$ cat src/hw/hcs_pkg.sv
// shared offsets, field positions, reset values and timing counts for the system csr block
package hcs_pkg;

	// register byte offsets on the host bus
	localparam logic [7:0] OFF_TIMER_CONFIG = 8'h8C;
	localparam logic [7:0] OFF_TIMER_VALUE = 8'h90;
	localparam logic [7:0] OFF_HALF_ORDER = 8'h98;
	localparam logic [7:0] OFF_TICK_COUNTER = 8'h9C;
	localparam logic [7:0] OFF_DISCARD = 8'hA0;
	localparam logic [7:0] OFF_MAC_CMD = 8'hA4;
	localparam logic [7:0] OFF_MAC_VALUE = 8'hA8;

	// field positions inside the upper halfword of a 32-bit register
	localparam int TCFG_RUN_BIT_HI = 13;
	localparam int MCMD_BUSY_BIT_HI = 15;
	localparam int MCMD_RNW_BIT_HI = 14;

	// field widths
	localparam int PRELOAD_W = 16;
	localparam int MAC_ADDR_W = 8;
	localparam int TICK_CNT_W = 10;

	// reset and marker values
	localparam logic [15:0] TIMER_PRELOAD_RST = 16'hFFFF;
	localparam logic [15:0] TIMER_VALUE_RST = 16'hFFFF;
	localparam logic [31:0] HALF_ORDER_RST = 32'h00000000;
	localparam logic [31:0] HALF_ORDER_SWAP = 32'hFFFFFFFF;
	localparam logic [31:0] DISCARD_RST = 32'h00000000;
	localparam logic [31:0] DISCARD_HALF_FROM = 32'h7FFFFFFF;
	localparam logic [31:0] HALF_LOW_MASK = 32'h0000FFFF;
	localparam logic [31:0] HALF_HIGH_MASK = 32'hFFFF0000;

	// timing: 10 MHz system clock
	localparam int CLK_PERIOD_NS = 100;
	localparam int TIMER_TICK_NS = 100000;
	localparam int TIMER_TICK_CYC = (TIMER_TICK_NS + CLK_PERIOD_NS - 1) / CLK_PERIOD_NS;
	localparam logic [TICK_CNT_W-1:0] TIMER_TICK_LAST = TICK_CNT_W'(TIMER_TICK_CYC - 1);
	localparam int TICK_CLEAR_NS = 160;
	localparam int TICK_CLEAR_CYC = (TICK_CLEAR_NS / CLK_PERIOD_NS) < 1 ? 1 :
		(TICK_CLEAR_NS / CLK_PERIOD_NS);

	// 25 MHz on a 10 MHz clock: add 2 and 3 in turn, 2.5 per cycle
	localparam logic [31:0] TICK_STEP_A = 32'h00000002;
	localparam logic [31:0] TICK_STEP_B = 32'h00000003;

	// event flag positions
	localparam int EVT_TIMER = 0;
	localparam int EVT_DISCARD = 1;
	localparam int EVT_N = 2;

	typedef enum logic [0:0] {
		HCS_MAC_IDLE = 1'b0,
		HCS_MAC_BUSY = 1'b1
	} hcs_mac_state_type;

endpackage : hcs_pkg

$ cat src/hw/hcs_interval_timer.sv
// prescaled 16-bit down counter that reloads and pulses on each interval
`timescale 1ns/1ps
`default_nettype none

module hcs_interval_timer (
	// clock and reset
	input wire logic clk_in,
	input wire logic nrst_in,
	// control
	input wire logic run_in,
	input wire logic [hcs_pkg::PRELOAD_W-1:0] preload_in,
	// status
	output logic [hcs_pkg::PRELOAD_W-1:0] value_out,
	output logic expire_out
);

	typedef struct packed {
		logic [hcs_pkg::TICK_CNT_W-1:0] prescale;
		logic [hcs_pkg::PRELOAD_W-1:0] count;
		logic run_q;
		logic expire;
	} hcs_timer_state_type;

	hcs_timer_state_type st_r;
	hcs_timer_state_type st_nxt;

	always_comb begin
		st_nxt = st_r;
		st_nxt.run_q = run_in;
		st_nxt.expire = 1'b0;
		if (run_in && !st_r.run_q) begin
			st_nxt.count = preload_in;
			st_nxt.prescale = '0;
		end else if (run_in) begin
			if (st_r.prescale == hcs_pkg::TIMER_TICK_LAST) begin
				st_nxt.prescale = '0;
				if (st_r.count == '0) begin
					st_nxt.count = preload_in;
					st_nxt.expire = 1'b1;
				end else begin
					st_nxt.count = st_r.count - 16'h0001;
				end
			end else begin
				st_nxt.prescale = st_r.prescale + 10'h001;
			end
		end
	end

	always_ff @(posedge clk_in or negedge nrst_in) begin
		if (!nrst_in) begin
			st_r.prescale <= '0;
			st_r.count <= hcs_pkg::TIMER_VALUE_RST;
			st_r.run_q <= 1'b0;
			st_r.expire <= 1'b0;
		end else begin
			st_r <= st_nxt;
		end
	end

	assign value_out = st_r.count;
	assign expire_out = st_r.expire;

endmodule : hcs_interval_timer

`default_nettype wire

$ cat src/hw/hcs_system_csr.sv
// host system csr block: timer, halfword order, tick and discard counters, indirect mac access
//
// How it works
// writing one to timer run bit starts the interval timer; zero halts it
// run bit falling from one to zero forces the preload field to FFFFh
// preload sits in config bits 15-0, resets FFFFh, is the timer start count
// a running timer raises a periodic event at the preload-set interval
// each tick decrements; past zero it flags the event and reloads preload
// timer count register bits 15-0 read the live timer value, reset all ones
// order not all ones: address bit one high selects upper halves
// order all ones: address bit one high selects lower halves
// network side always sends and fills queue words lower half first
// 32-bit tick counter starts at zero, counts at 25 MHz, wraps
// first halfword read latches the whole count; the second reads the copy
// tick counter may take up to 160 ns to read zero after reset
// tick counter runs in every power state, never gated
// discard counter adds one for every frame the receiver drops
// any read returns then clears the discard counter; resets to zero; here only the first halfword read of a pair clears it
// discard counter crossing 7FFFFFFFh to 80000000h raises an event
// timer and discard events set sticky flags, enabled onto one interrupt
// command bit 31 starts the indirect access, stays set until it completes
// read data is in the value register by the time busy clears
// host must not write command or value registers while busy
// command bit 30 picks direction: one reads, zero writes; resets zero
// command bits 7-0 address the internal mac register
// 32-bit value register at A8h holds write data or returned read data
`timescale 1ns/1ps
`default_nettype none

module hcs_system_csr (
	// clock and reset
	input wire logic clk_in,
	input wire logic nrst_in,
	// host sram-like bus, asynchronous pins
	input wire logic host_cs_n_in,
	input wire logic host_rd_n_in,
	input wire logic host_wr_n_in,
	input wire logic [7:1] host_addr_in,
	input wire logic [15:0] host_data_in,
	output logic [15:0] host_data_out,
	output logic host_data_oe_n_out,
	// receiver
	input wire logic frame_discard_in,
	// internal mac register port
	output logic mac_req_out,
	output logic mac_read_out,
	output logic [hcs_pkg::MAC_ADDR_W-1:0] mac_addr_out,
	output logic [31:0] mac_wdata_out,
	input wire logic mac_done_in,
	input wire logic [31:0] mac_rdata_in,
	// data queue halfword order
	output logic host_half_swap_out,
	// events
	input wire logic [hcs_pkg::EVT_N-1:0] irq_enable_in,
	input wire logic [hcs_pkg::EVT_N-1:0] irq_clear_in,
	output logic [hcs_pkg::EVT_N-1:0] irq_status_out,
	output logic irq_out
);

	typedef struct packed {
		logic [2:0] strb_s1;
		logic [2:0] strb_s2;
		logic [2:0] strb_s3;
		logic [7:1] addr_s1;
		logic [7:1] addr_s2;
		logic [15:0] data_s1;
		logic [15:0] data_s2;
		logic run;
		logic [hcs_pkg::PRELOAD_W-1:0] preload;
		logic [31:0] half_order;
		logic [31:0] tick_cnt;
		logic tick_phase;
		logic [31:0] tick_copy;
		logic tick_held;
		logic [31:0] discard;
		logic [31:0] discard_copy;
		logic discard_held;
		hcs_pkg::hcs_mac_state_type mac_state;
		logic mac_rnw;
		logic [hcs_pkg::MAC_ADDR_W-1:0] mac_addr;
		logic [31:0] mac_value;
		logic [15:0] rdata;
		logic [hcs_pkg::EVT_N-1:0] flags;
		logic irq;
	} hcs_csr_state_type;

	hcs_csr_state_type st_r;
	hcs_csr_state_type st_nxt;

	logic [hcs_pkg::PRELOAD_W-1:0] timer_value;
	logic timer_expire;
	logic swap_all;
	logic hi_half;
	logic [7:0] word_off;
	logic rd_now;
	logic rd_was;
	logic wr_now;
	logic wr_was;
	logic rd_take;
	logic wr_take;
	logic [31:0] rd_word;
	logic [31:0] wmask;
	logic [31:0] wword;
	logic disc_rd;
	logic disc_half;
	logic [hcs_pkg::EVT_N-1:0] events;
	logic mac_busy;

	hcs_interval_timer u_timer (
		.clk_in(clk_in),
		.nrst_in(nrst_in),
		.run_in(st_r.run),
		.preload_in(st_r.preload),
		.value_out(timer_value),
		.expire_out(timer_expire)
	);

	// strobes: [2] chip select, [1] read, [0] write, all active low
	always_comb begin
		rd_now = !st_r.strb_s2[2] && !st_r.strb_s2[1];
		rd_was = !st_r.strb_s3[2] && !st_r.strb_s3[1];
		wr_now = !st_r.strb_s2[2] && !st_r.strb_s2[0];
		wr_was = !st_r.strb_s3[2] && !st_r.strb_s3[0];
		rd_take = rd_now && !rd_was;
		wr_take = wr_now && !wr_was;
		swap_all = (st_r.half_order == hcs_pkg::HALF_ORDER_SWAP);
		hi_half = st_r.addr_s2[1] ^ swap_all;
		word_off = {st_r.addr_s2[7:2], 2'b00};
		wmask = hi_half ? hcs_pkg::HALF_HIGH_MASK : hcs_pkg::HALF_LOW_MASK;
		wword = {st_r.data_s2, st_r.data_s2};
		mac_busy = (st_r.mac_state == hcs_pkg::HCS_MAC_BUSY);
		disc_rd = rd_take && (word_off == hcs_pkg::OFF_DISCARD) && !st_r.discard_held;
		disc_half = frame_discard_in && !disc_rd &&
			(st_r.discard == hcs_pkg::DISCARD_HALF_FROM);
		events = '0;
		events[hcs_pkg::EVT_TIMER] = timer_expire;
		events[hcs_pkg::EVT_DISCARD] = disc_half;
	end

	// read mux; unmapped offsets read as zero
	always_comb begin
		rd_word = '0;
		if (word_off == hcs_pkg::OFF_TIMER_CONFIG) begin
			rd_word[hcs_pkg::PRELOAD_W-1:0] = st_r.preload;
			rd_word[hcs_pkg::TCFG_RUN_BIT_HI + 16] = st_r.run;
		end else if (word_off == hcs_pkg::OFF_TIMER_VALUE) begin
			rd_word[hcs_pkg::PRELOAD_W-1:0] = timer_value;
		end else if (word_off == hcs_pkg::OFF_HALF_ORDER) begin
			rd_word = st_r.half_order;
		end else if (word_off == hcs_pkg::OFF_TICK_COUNTER) begin
			rd_word = st_r.tick_held ? st_r.tick_copy : st_r.tick_cnt;
		end else if (word_off == hcs_pkg::OFF_DISCARD) begin
			rd_word = st_r.discard_held ? st_r.discard_copy : st_r.discard;
		end else if (word_off == hcs_pkg::OFF_MAC_CMD) begin
			rd_word[hcs_pkg::MCMD_BUSY_BIT_HI + 16] = mac_busy;
			rd_word[hcs_pkg::MCMD_RNW_BIT_HI + 16] = st_r.mac_rnw;
			rd_word[hcs_pkg::MAC_ADDR_W-1:0] = st_r.mac_addr;
		end else if (word_off == hcs_pkg::OFF_MAC_VALUE) begin
			rd_word = st_r.mac_value;
		end
	end

	always_comb begin
		st_nxt = st_r;
		// pins pass two flops; the third stage serves edge detection and the read output enable
		st_nxt.strb_s1 = {host_cs_n_in, host_rd_n_in, host_wr_n_in};
		st_nxt.strb_s2 = st_r.strb_s1;
		st_nxt.strb_s3 = st_r.strb_s2;
		st_nxt.addr_s1 = host_addr_in;
		st_nxt.addr_s2 = st_r.addr_s1;
		st_nxt.data_s1 = host_data_in;
		st_nxt.data_s2 = st_r.data_s1;

		// never gated by any power state input: there is none to gate it
		st_nxt.tick_phase = !st_r.tick_phase;
		st_nxt.tick_cnt = st_r.tick_cnt +
			(st_r.tick_phase ? hcs_pkg::TICK_STEP_B : hcs_pkg::TICK_STEP_A);

		// a drop in the clearing cycle counts into the fresh zero
		st_nxt.discard = (disc_rd ? hcs_pkg::DISCARD_RST : st_r.discard) +
			{31'h00000000, frame_discard_in};

		if (rd_take) begin
			st_nxt.rdata = hi_half ? rd_word[31:16] : rd_word[15:0];
			if (word_off == hcs_pkg::OFF_TICK_COUNTER) begin
				st_nxt.tick_copy = st_r.tick_cnt;
				st_nxt.tick_held = !st_r.tick_held;
			end
			if (word_off == hcs_pkg::OFF_DISCARD) begin
				st_nxt.discard_copy = st_r.discard;
				st_nxt.discard_held = !st_r.discard_held;
			end
		end

		if (wr_take) begin
			if (word_off == hcs_pkg::OFF_TIMER_CONFIG) begin
				if (hi_half) begin
					st_nxt.run = st_r.data_s2[hcs_pkg::TCFG_RUN_BIT_HI];
					if (st_r.run && !st_r.data_s2[hcs_pkg::TCFG_RUN_BIT_HI]) begin
						st_nxt.preload = hcs_pkg::TIMER_PRELOAD_RST;
					end
				end else begin
					st_nxt.preload = st_r.data_s2;
				end
			end else if (word_off == hcs_pkg::OFF_HALF_ORDER) begin
				st_nxt.half_order = (st_r.half_order & ~wmask) | (wword & wmask);
			end else if (word_off == hcs_pkg::OFF_MAC_CMD && !mac_busy) begin
				if (hi_half) begin
					st_nxt.mac_rnw = st_r.data_s2[hcs_pkg::MCMD_RNW_BIT_HI];
					if (st_r.data_s2[hcs_pkg::MCMD_BUSY_BIT_HI]) begin
						st_nxt.mac_state = hcs_pkg::HCS_MAC_BUSY;
					end
				end else begin
					st_nxt.mac_addr = st_r.data_s2[hcs_pkg::MAC_ADDR_W-1:0];
				end
			end else if (word_off == hcs_pkg::OFF_MAC_VALUE && !mac_busy) begin
				st_nxt.mac_value = (st_r.mac_value & ~wmask) | (wword & wmask);
			end
		end

		case (st_r.mac_state)
			hcs_pkg::HCS_MAC_IDLE: begin
				// a stray done while idle is ignored, nothing is pending
			end
			hcs_pkg::HCS_MAC_BUSY: begin
				if (mac_done_in) begin
					st_nxt.mac_state = hcs_pkg::HCS_MAC_IDLE;
					if (st_r.mac_rnw) begin
						st_nxt.mac_value = mac_rdata_in;
					end
				end
			end
			default: begin
				st_nxt.mac_state = hcs_pkg::HCS_MAC_IDLE;
			end
		endcase

		// set wins over clear
		st_nxt.flags = (st_r.flags & ~irq_clear_in) | events;
		st_nxt.irq = |(st_nxt.flags & irq_enable_in);
	end

	always_ff @(posedge clk_in or negedge nrst_in) begin
		if (!nrst_in) begin
			st_r <= '0;
			st_r.strb_s1 <= 3'h7;
			st_r.strb_s2 <= 3'h7;
			st_r.strb_s3 <= 3'h7;
			st_r.preload <= hcs_pkg::TIMER_PRELOAD_RST;
			st_r.half_order <= hcs_pkg::HALF_ORDER_RST;
			st_r.tick_cnt <= '0;
			st_r.discard <= hcs_pkg::DISCARD_RST;
			st_r.mac_state <= hcs_pkg::HCS_MAC_IDLE;
		end else begin
			st_r <= st_nxt;
		end
	end

	// data is registered at the take edge, so drive from the cycle after it
	assign host_data_oe_n_out = !rd_was;
	assign host_data_out = st_r.rdata;
	assign mac_req_out = mac_busy;
	assign mac_read_out = st_r.mac_rnw;
	assign mac_addr_out = st_r.mac_addr;
	assign mac_wdata_out = st_r.mac_value;
	// swap only steers host-side halves; queue-to-network order ignores it
	assign host_half_swap_out = swap_all;
	assign irq_status_out = st_r.flags;
	assign irq_out = st_r.irq;
endmodule : hcs_system_csr

`default_nettype wire

$ cat config.mk
export PLATFORM = sky130hd
export DESIGN_NAME = hcs_system_csr
export DESIGN_NICKNAME = d
export VERILOG_FILES = /design/src/hw/hcs_pkg.sv /design/src/hw/hcs_interval_timer.sv /design/src/hw/hcs_system_csr.sv
export SDC_FILE = /design/constraint.sdc
export NUM_CORES = 1
export LEC_CHECK = 0
export ABC_AREA = 1
export BUFFER_PORTS_ARGS = -buffer_cell sky130_fd_sc_hd__buf_2
export CORE_ASPECT_RATIO = 1.2
export CORE_MARGIN = 1
export CORE_UTILIZATION = 45
export DETAILED_ROUTE_END_ITERATION = 16
export GPL_ROUTABILITY_DRIVEN = 0
export PLACE_DENSITY_LB_ADDON = 0.08
export SYNTH_ARGS = -nofsm -noshare
export SYNTH_HDL_FRONTEND = slang
export SYNTH_SLANG_ARGS = --single-unit
$ cat constraint.sdc
create_clock -name clk_in -period 2.8 [get_ports clk_in]
set_input_delay 0.56 -clock clk_in [delete_from_list [all_inputs] [get_ports clk_in]]
set_output_delay 0.56 -clock clk_in [all_outputs]
set_load 0.02 [all_outputs]
## Yosys cells after proc, flatten, opt, wreduce, memory -nomap -nowiden

Index checks and enable logic that the tools add are counted.

- Register bits after elaboration: 324
- Output and inout port bits: 63
- Word-level logic and storage cells: 142
- Input port bits: 66

- $add $sub $neg: 4
- Bitwise gates (word level): 14
- Muxes and demuxes: 44
- Reductions and logical operators: 41
- Eq/ne operators: 11

Operators with widths:

| kind | number |
|---|---|
| $mux W32 | 13 |
| $mux W16 | 8 |
| $mux W42 | 3 |
| $and A32 B32 Y32 | 3 |
| $or A32 B32 Y32 | 2 |
| $mux W26 | 2 |
| $eq A6 B6 Y1 const B | 7 |
| $add A32 B1 Y32 | 1 |
| $add A32 B2 Y32 | 1 |
| $eq A32 B31 Y1 const B | 1 |
| $eq A32 B32 Y1 const B | 1 |
| $not A32 Y32 | 1 |
| $mux W22 | 1 |
| $mux W10 | 2 |
| $logic_not A16 Y1 | 1 |
| $mux W8 | 2 |
| $sub A16 B1 Y16 const B | 1 |
| $logic_not A1 Y1 | 15 |
| $logic_and A1 B1 Y1 | 14 |
| $mux W13 | 1 |
| $add A10 B1 Y10 const B | 1 |
| $eq A10 B10 Y1 const B | 1 |
| $reduce_and A5 Y1 | 2 |
| $mux W1 | 9 |
| other kinds (11) | 21 |

## Logic depth before layout (Yosys ltp)

Gate-level depths: netlist of the first run.

- Depth after elaboration: 14
- Gate-level depth with buffers: 20
- Gate-level depth less buffers: 17

## Cells and area by module

A second synthesis of the first run with hierarchy kept.

- Cell total of the unflattened synthesis: 2223
- Area total of the unflattened synthesis: 17011.3 um2

Modules (own cells, without submodules):

| module | instances | sequential area each (um2) | area an instance (um2) | cells an instance |
|---|---|---|---|---|
| hcs_system_csr | 1 | 7438.4 | 14996.9 | 1927 |
| hcs_interval_timer | 1 | 720.7 | 2014.4 | 296 |

## Worst setup path after synthesis of the first run

OpenSTA, ideal clock, no wires.

- Path kind: flip-flop to flip-flop
- Start point: register st_r, in the netlist st_nxt[289]
- End point: register st_r[114] (netlist bit)
- Cell stages (with the launch flop): 18
- Data required time: 2.682 ns
- Setup slack: -0.044 ns
- Period minus slack after synthesis: 2.844 ns
- Data arrival time: 2.725 ns
- Setup time: 0.118 ns
- Cell sequence: dfstp_2 -> nor2_1 -> o21a_1 -> nand3_2 -> buf_4 -> buf_2 -> buf_2 -> nand2_1 -> inv_1 -> ha_1 -> ha_1 -> nand2_1 -> nor2_1 -> nand3_2 -> nor2_2 -> nand3_1 -> xnor2_1 -> inv_1

RTL lines:

| element | line | source |
|---|---|---|
| from (decl) | hcs_system_csr.sv:87 | `hcs_csr_state_type st_r;` |
| from (signal assigned) | hcs_system_csr.sv:255 | `st_r <= st_nxt;` |

==> impl_results.md, run 1 <==
* Critical path type: register to register
* Die Y at around 210 um
* Initial antenna violation count at 0
* Die area at 0.0372 mm^2
* Gr usage total at ~28%
* Relative slew slack at between 50% and 60%
* R2r setup slk at ~0.22 ns
* Num rows at 76
* Core box area at 0.0358 mm^2
* FF-to-FF Start: st_nxt[289]
* FF-to-FF path depth at 14
* Initial core utilization at 45.7%
* DR iter-0 viols at 1144
* Outcome: finished, final reports clean
* Vias per cell at 5.26
* Number of diodes at 0
* Tcrit/Tclk final at approximately 92%
* Post-Syn Instances at 2116
* Syn avg cell area at 7.75 um^2
* Worst Hold Slack at 0.0332 ns
* Hold Violations, Final at 0
* Input/output buffers at 128
* Via count at 14100
* Hold Path Class: input port to async pin
* CTS Sinks at roughly 320
* Synth Flop Type: dfrtp_1
* Largest net degree at the start of global routing at 75
* Worst path arrival time at 3.01 ns
* Crit path max fanout at 8
* Drt total wl at 50200 um
* Post-synthesis sequential element count at between 300 and 400
* Crit path max-delay family: simple AND/OR/NAND/NOR gates
* Placed cells at 2609
* Mapped Area at 0.0164 mm^2
* R2R Path End: st_r[114]
* Worst-Skew Late Latency at 0.55 ns
* TritonCTS buffer count at 37
* Worst VDD drop at approximately 0.00048 V
* Pre-antenna DRT Iters at 5
* Post-synthesis net count at 2188
* RSZ-0062 raised after global routing: no
* Actual slew at the worst max-slew pin at about 0.69 ns
* CP bufs+invs at 2
* WP data required at ~3.2 ns
* CTS Buffer Depth at 3
* Cell Pwr Density at 686 mW/mm^2
* DR WL/cell at approximately 19 um
* First-pass GRT wire length at between 70000 and 80000 um
* Startpoint Class: register
* Crit-path max cell delay at 0.55 ns
* Worst setup EP type: register
* Asr flop ratio synth at 100%
* Slew Limit Fails at 0
* Post-synthesis sequential area ratio at 49.8%
* Post-synth EDFFs at 0
* Leakage at 9.06 nW
* DRC Markers at 0
* Synth warn at 0
* Chip width at 176 um
* Worst-path clk slew at roughly 0.060 ns
* Yosys cell types at 39
* Grt total ovfl at 0
* Max_cap viols at 0
* Critical Path Slowest Stage Cell: dfstp_2
* I/O Pins at 129
* Crit-path cells: nor2_1 -> o21a_1 -> nand3_2 -> nand2_1 -> inv_1 -> ha_1 -> ha_1 -> nand2_1 -> nor2_1 -> nand3_2 -> nor2_4 -> nand3_1 -> xnor2_1 -> inv_1
* Area Growth Syn to Fin at 12.5%
* Root Driver: clkbuf_16
* Total power at 12.6 mW
* Final cell count without fillers at between 2000 and 3000
* DP HPWL at 37300 um
* Post-route ant nets at 0
* Share of cells above drive strength 1 at between 10% and 20%
* Nets at between 2000 and 2500
* Final TNS setup at 0 ns
* Fin crit period at 2.58 ns
* Max Fclk at 387 MHz
* CTS HTree Levels at 2
* TritonCTS clock tree: done
* Setup violators final at 0
* Clk_skew at a little under 0.03 ns
* Vias in the first global route at 13500
[what timing repair did]
item	in CTS	in global routing
hold buffers	0	0
gates resized for setup	0	1
setup endpoints to repair	0	3
setup buffers	0	0
[cell usage in the layout, fill, tap and decap left out, types with 2 or more instances in the layout]
cell        instances
inv_6               2
buf_4              33
buf_2             127
inv_2               8
ha_1                6
nor2_2              5
bufinv_16           4
clkbuf_1            6
o22ai_1             2
nand2_2             8
inv_1             213
or2_2              24
nor4_1              5
buf_12              6
clkinv_1            3
nor2_1            223
o21a_1              2
dfstp_2            41
nand2_1           590
nand4_1            21
o21bai_1            2
a31oi_1             4
clkinvlp_4          4
nand3_1           144
xor2_1             43
clkinv_2            4
o211ai_1           17
mux2_2              3
o21ai_0           186
o21ai_1            37
a21oi_1            41
nand3_2             3
nor3_1             32
nor3_2              3
clkbuf_16          37
clkbuf_8            7
dfrtp_1           283
xnor2_1            17
[layout make-up]
class / count / area [um^2]
Timing Repair Buffer: 168 / 1030
Clock buffer: 50 / 1040
Clock inverter: 14 / 188
Multi-Input combinational cell: 1425 / 6600
Tap cell: 468 / 586
Inverter: 224 / 841
Fill cell: 3527 / 17400
Sequential cell: 324 / 8160
[metal layers]
layer,vias to the layer above,track usage (%),share of wire (%)
li1,6759,-,-
met1,6781,35.2,41
met2,444,47.1,49
met3,87,4.54,6.2
met4,0,9.75,3.1
met5,-,0,0
[power breakdown]
group	total (mW)	leakage, nW	switching [mW]	internal, mW
clock network	4.98	0.595	1.99	2.99
registers	5.72	4.04	0.530	5.19
logic	1.94	4.42	1.27	0.678
[cell families (layout without fill, tap and decap cells)]
kind of cell | count (synthesis) | count (layout) | share of synthesized area [%]
buffers and inverters | 367 | 456 | 10.0
DFF | 324 | 324 | 49.8
xor gates and xnor gates | 60 | 60 | 3.21
adders and majority gates | 6 | 6 | 0.458
AOI/OAI and AO/OA | 292 | 292 | 9.30
and+or+nand+nor | 1064 | 1064 | 27.0
muxes | 3 | 3 | 0.206
[cell usage after synthesis, drive strengths merged, types with 2 or more instances]
cell / count / share of area [%]
a21oi: 41 / 1.3
o21ai: 223 / 6.8
clkbuf: 51 / 1.2
xnor2: 17 / 0.91
o22ai: 2 / 0.076
nand3: 147 / 4.5
o21bai: 2 / 0.092
mux2: 3 / 0.21
nor4: 5 / 0.19
o21a: 2 / 0.092
nor2: 229 / 5.3
dfstp: 41 / 6.6
or2: 24 / 0.92
nor3: 36 / 1.3
nand2: 598 / 14
inv: 221 / 5.1
clkinv: 3 / 0.069
ha: 6 / 0.46
o211ai: 17 / 0.78
nand4: 21 / 0.80
a31oi: 4 / 0.15
xor2: 43 / 2.3
buf: 92 / 3.7
dfrtp: 283 / 43
[flip-flops by register name (all words and copies together) (netlist names), named ones only]
register / count
host_data_out: 16
irq_out: 1
irq_status_out: 2
mac_addr_out: 8
mac_read_out: 1
mac_req_out: 1
mac_wdata_out: 32
st_nxt: 29
st_r: 174
u_timer.expire_out: 1
u_timer.st_r: 11
u_timer.value_out: 16
[metrics by stage]
stage               setup WS [ns]  cell area (um^2)  util [%]
finish                      0.219             18400      51.5
global route              0.00133             18400      51.5
floorplan                  0.0227             16400         -
CTS                         0.199             18400      51.5
global placement            0.256             17200      48.0
detailed placement          0.208             17200      48.0
[worst max path at each step]
| stage | start | to | slack (ns) | depth (start not counted) |
|---|---|---|---|---|
| after floorplan | st_nxt[289] | st_r[114] | 0.02 | 17 |
| after detailed placement | st_nxt[289] | st_r[114] | 0.21 | 14 |
| after CTS | st_nxt[289] | st_r[114] | 0.20 | 14 |
| after global placement | st_nxt[289] | st_r[123] | 0.26 | 11 |
| after global routing | st_nxt[289] | st_r[116] | 0.001 | 14 |
| final | st_nxt[289] | st_r[114] | 0.22 | 14 |
[worst reg2reg max path: stages, from the launching register on]
cell	delay [ns]
dfstp_2	0.55
nor2_1	0.05
o21a_1	0.17
nand3_2	0.13
nand2_1	0.06
inv_1	0.05
ha_1	0.24
ha_1	0.26
nand2_1	0.09
nor2_1	0.14
nand3_2	0.16
nor2_4	0.25
nand3_1	0.12
xnor2_1	0.15
inv_1	0.06
(Power assumes the default switching activity.)
==> run 2, diff against run 1 <==
Settings changed: ABC_AREA 1 to default, MAX_ROUTING_LAYER from default to met4.
==> impl_results.md, run 2 <==
* Outcome: finished, final reports clean
* Multi-input logic area at 0.00645 mm^2
* Mapped Area at 0.0154 mm^2
* Cell Pwr Density at 662 mW/mm^2
* Most frequent cells in the layout: dfrtp_1 (283), buf_2 (127), mux2_2 (123), nor2_1 (96), nand2_1 (92)
* Post-synthesis net count at 1433
* Most common cell after layout, fill and taps aside: dfrtp_1
* DP HPWL at 33300 um
* CTS Sinks at 324
* Max_cap viols at 0
* Initial antenna violation count at 0
* Synth Flop Type: dfrtp_1
* Vias in the first global route at 11100
* Vias per cell at 5.77
* TritonCTS buffer count at 37
* Filler Cells Inserted at 3046
* Post-Syn Instances at around 1400
* DR iter-0 viols at 840
* Actual slew at the worst max-slew pin at 1.02 ns
* CTS Buffer Depth at 3
* Critical path type: register to register
* CTS HTree Levels at 2
* Pre-antenna DRT Iters at 7
* WP data required at 3.22 ns
* Input/output buffers at 128
* First-pass GRT wire length at 68400 um
* Via count at 11100
* Root Driver: clkbuf_16
* Post-synthesis sequential element count at ~320
* Area Growth Syn to Fin at 13.8%
* DP Area at 0.0163 mm^2
* Post-CTS Setup Bufs at 0
* Most frequent cell after synthesis: dfrtp_1
* CP dominant cell by count: ha_1
* Initial core utilization at 46.1%
* Crit path max fanout at 5
* Hold Path Class: input port to register
* Syn avg cell area at 11.3 um^2
* Max reg flops at 174
* Nets at 1516
* Reg area at 0.00816 mm^2
* Yosys cell types at 67
* Number of diodes at 0
* I/O Pins at ~130
* Die area at 0.0350 mm^2
* Fin crit period at 2.67 ns
* Worst-path clk slew at around 0.060 ns
* Tcrit/Tclk final at 95.2%
* Largest net degree at the start of global routing at 65
* Largest Register: st_r
* Drt total wl at 45100 um
* Worst-Skew Late Latency at roughly 0.54 ns
* Core box area at 0.0334 mm^2
* Die Y at 205 um
* Worst VDD drop at 0.000566 V
* Critical Path Slowest Stage Cell: a2111oi_2
* Max Fclk at between 300 and 400 MHz
* Asr flop ratio synth at 100%
* Gr usage total at 27.4%
* DRC Markers at 0
* DR WL/cell at 23.5 um
* Num rows at 73
* Leakage at 7.71 nW
* Cell taking the most area after synthesis: dfrtp_1
* Crit-path max cell delay at between 0.3 and 0.4 ns
* Post-synthesis sequential area ratio at about 53%
* Relative slew slack at a little under a third
* Grt total ovfl at 0
* RSZ-0062 raised after global routing: yes
* Post-route ant nets at 0
* Area contributors post-synth: dfrtp_1 (46%), mux2_2 (9.0%), dfstp_2 (7.0%)
* Startpoint Class: register
* Synth top area share at 46.0%
* Clk_skew at 0.0181 ns
* Top post-synthesis cells by count: dfrtp_1 (283), mux2_2 (123), nor2_1 (97), nand2_1 (93), o21ai_0 (76)
* Worst setup EP type: register
* Synth warn at 0
* TritonCTS clock tree: done
* Design Area, Final at 0.0175 mm^2
* Chip width at approximately 170 um
* Slew Limit Fails at 0
* Worst path arrival time at between 3 and 4 ns
* Worst Hold Slack at 0.118 ns
* Crit-path cells: or2_2 -> and4_2 -> nand2_2 -> and2_1 -> ha_1 -> ha_1 -> nand2_1 -> a2111oi_2 -> nand4_1 -> xor2_1 -> nor2_1
* Post-synth EDFFs at 0
* Setup violators final at 0
* Share of cells above drive strength 1 at ~29%
* Hold Violations, Final at 0
==> run 2: cell types whose count changed after synthesis, moves of 18 or more <==
cell,delta
nor3_1,-18
a22oi_1,+32
mux2i_1,+71
nand2_1,-498
nor2_1,-126
o21ai_0,-110
inv_1,-194
or2_2,-22
mux2_2,+120
nand3_1,-100
o21ai_1,-37
==> run 2: repair_timing <==
item | in CTS | in global routing
endpoints found under the hold margin | 45 | 0
hold buffers | 1 | 0
endpoints found under the setup margin | 0 | 30
gates resized for setup | 0 | 5
==> run 2: cell families after synthesis <==
group                    share of synthesized area, %
AND/OR/NAND/NOR                                  11.1
flip-flops                                       53.0
AO/OA/AOI/OAI                                    11.8
multiplexers                                     14.6
buffers and inverters                            5.52
XOR/XNOR                                         3.52
adder cells (fa/ha/maj)                         0.487
==> run 2: area by class of cell <==
cell class	instances	share of cell area (%)
Clock inverter	8	0.521
Inverter	19	0.407
Sequential cell	324	46.5
Timing Repair Buffer	177	6.39
Tap cell	450	3.21
Clock buffer	58	6.18
Multi-Input combinational cell	885	36.8
==> run 2: per-stage QoR <==
| stage | instances | utilization [%] | worst slack, ns | total power, mW | setup TNS [ns] |
|---|---|---|---|---|---|
| detailed placement | 1854 | 48.9 | 0.0965 | 6.98 | 0 |
| finish | 1921 | 52.5 | 0.135 | 11.6 | 0 |
| global placement | 1854 | 48.9 | 0.161 | 6.96 | 0 |
| floorplan | 1361 | - | 0.0516 | 6.32 | 0 |
| global route | 1921 | 52.5 | -0.0292 | 12.1 | -0.0333 |
| CTS | 1921 | 52.4 | 0.0848 | 11.7 | 0 |
==> run 2: path summary, 6_finish.rpt <==
path	depth (start not counted)	start	slack (ns)	endpoint
setup reg to reg	11	st_r[288]	0.13	st_r[116]
hold reg to reg	0	st_nxt[245]	0.35	st_r[245]
hold / removal	1	host_rd_n_in	0.12	st_nxt[291]
min in group asynchronous	2	nrst_in	0.53	st_r[79]
max in group asynchronous	3	nrst_in	1.47	u_timer.value_out[5]
setup / recovery	11	st_r[288]	0.13	st_r[116]
==> run 2: power by group <==
part           switching, mW  internal, mW
sequential             0.437          5.06
clock                   1.92          2.76
combinational          0.843         0.583
==> run 2: metal layers <==
| layer | up-vias | wire, um | track usage (%) |
|---|---|---|---|
| met1 | 5630 | 19500 | 34.4 |
| li1 | 5064 | - | - |
| met5 | - | 0 | - |
| met2 | 301 | 22200 | 45.0 |
| met3 | 89 | 1780 | 3.79 |
| met4 | 0 | 1640 | 10.1 |
==> run 2: critical path, delay by kind of cell (launching register included) <==
family / cells / cell delay, ns
AO/OA/AOI/OAI: 1 / 0.37
adder cells (fa/ha/maj): 2 / 0.49
AND/OR/NAND/NOR: 7 / 1.18
flip-flops: 1 / 0.36
XOR/XNOR: 1 / 0.14
==> run 3, diff against run 2 <==
Settings changed: CORE_UTILIZATION 45 to 40.
==> impl_results.md, run 3 (synthesis gave the netlist of run 2 again) <==
* Outcome: finished, final reports clean
* Crit path depth at 11
* Design Area, Final at 0.0178 mm^2
* Final cell count without fillers at 1961
* Leakage at just under 8 nW
* Placed cells at 1893
* CTS Sinks at 324
* Drt total wl at 46700 um
* Crit-path cells: nor4bb_4 -> and4_4 -> nand2_2 -> and2_1 -> ha_1 -> ha_1 -> nand2_1 -> nor2_1 -> nand4_1 -> xor2_1 -> nor2_1
* Vias in the first global route at 10900
* Most common cell after layout, fill and taps aside: dfrtp_1
* Setup violators final at 0
* Chip width at 181 um
* Crit-path max cell delay at 0.44 ns
* Pre-antenna DRT Iters at 5
* Grt total ovfl at 0
* Max Fclk at about 390 MHz
* Max reg flops at 174
* Worst Setup EP: st_r[122]
* Crit path max-delay family: simple AND/OR/NAND/NOR gates
* Number of diodes at 0
* Clk_skew at 0.0276 ns
* Most frequent cells in the layout: dfrtp_1 (283), buf_2 (127), mux2_2 (123), nor2_1 (97), nand2_1 (92)
* R2R Path End: st_r[122]
* First-pass GRT wire length at 70300 um
* Input/output buffers at 128
* Initial antenna violation count at 0
* Worst-Skew Late Latency at approximately 0.55 ns
* DRC Markers at 0
* Die area at 0.0393 mm^2
* RSZ-0062 raised after global routing: no
* Final TNS setup at 0 ns
* Actual slew at the worst max-slew pin at 0.990 ns
* Max_cap viols at 0
* CTS HTree Levels at 2
* Critical path type: register to register
* R2r setup slk at 0.21 ns
* Hold Violations, Final at 0
* FF-to-FF path depth at 11
* Largest net degree at the start of global routing at 62
* Post-CTS Setup Bufs at 0
* Initial core utilization at 40.7%
* Relative slew slack at 33.8%
* Worst VDD drop at 0.000462 V
* TritonCTS clock tree: done
* Metal-1 WL at around 20000 um
* Largest Register: st_r
* Nets at 1525
* Die Y at 217 um
* Top Metal Used: met4
* Critical Path Slowest Stage Cell: dfrtp_1
* Core box area at ~0.038 mm^2
* DR iter-0 viols at roughly 740
* Tcrit/Tclk final at 92.5%
* Cell Pwr Density at roughly 680 mW/mm^2
* TritonCTS buffer count at 37
* Met3 wire length at 1770 um
* DR WL/cell at 23.8 um
* Num rows at 78
* Gr usage total at 24.8%
* Root Driver: clkbuf_16
* Hold Path Class: input port to register
* Area Growth Syn to Fin at 15.3%
* FF-to-FF Start: st_r[278]
* CTS Buffer Depth at 3
* Worst setup path start: st_r[278]
* Met2 routed WL at 22900 um
* Worst path arrival time at 3.01 ns
* Crit path max fanout at 6
* Slew Limit Fails at 0
* Post-route ant nets at 0
* Share of cells above drive strength 1 at 29.8%
* Startpoint Class: register
* CP bufs+invs at 0
* Via count at around 11000
* Worst-path clk slew at about 0.06 ns
* Hold Crit Start: host_cs_n_in
* Worst setup EP type: register
* WP data required at 3.22 ns
* DP Area at 0.0164 mm^2
* I/O Pins at 129
* Vias per cell at about 5.6
* Fin crit period at 2.59 ns
* DP HPWL at 34400 um
-- run 3: cell count changes in the layout (fill, tap and decap cells not counted), moves of 3 or more --
| cell | delta |
|---|---|
| clkbuf_1 | -8 |
| clkbuf_8 | +5 |
| bufinv_16 | +3 |
| buf_4 | +10 |
-- run 3: cell type report --
class	count	area (um^2)
Tap cell	480	601
Clock buffer	55	1120
Timing Repair Buffer	186	1180
Fill cell	3531	20100
Multi-Input combinational cell	885	6440
Clock inverter	12	186
Sequential cell	324	8160
Inverter	19	71.3
-- run 3: how the worst min path moves through the flow --
stage                   to  slack (ns)  cells after the start
3_3_place_gp     st_r[242]        0.33                      0
3_5_place_dp     st_r[248]        0.33                      0
4_1_cts        st_nxt[292]        0.08                      1
2_1_floorplan    async pin        0.26                      0
5_1_grt        st_nxt[292]        0.09                      1
6_report       st_nxt[292]        0.10                      1
-- run 3: power by group --
group	switching [mW]	internal, mW	leakage [nW]
Clock	1.99	3.16	0.650
Sequential	0.416	5.06	4.02
Combinational	0.813	0.574	3.16
Total	3.22	8.79	7.82
-- run 3: what timing repair did --
item	4_1_cts	5_1_grt
endpoints found under the setup margin	0	8
resized for setup	0	4
endpoints found under the hold margin	41	0
hold buffers	1	0
-- run 3: per-stage QoR --
step	setup WS [ns]	hold slack [ns]	util (%)	power (mW)
global placement	0.209	0.333	43.4	6.92
detailed placement	0.139	0.335	43.4	6.93
CTS	0.105	0.0813	46.9	12.1
global route	0.00710	0.0865	46.9	12.5
finish	0.210	0.102	46.9	12.0
floorplan	0.0516	0.264	-	6.32
-- run 3: layer usage --
layer / global-route usage (%) / up-vias
met3: 2.71 / 74
met2: 40.5 / 251
met4: 8.67 / 0
met5: - / -
met1: 32.1 / 5546
li1: - / 5073
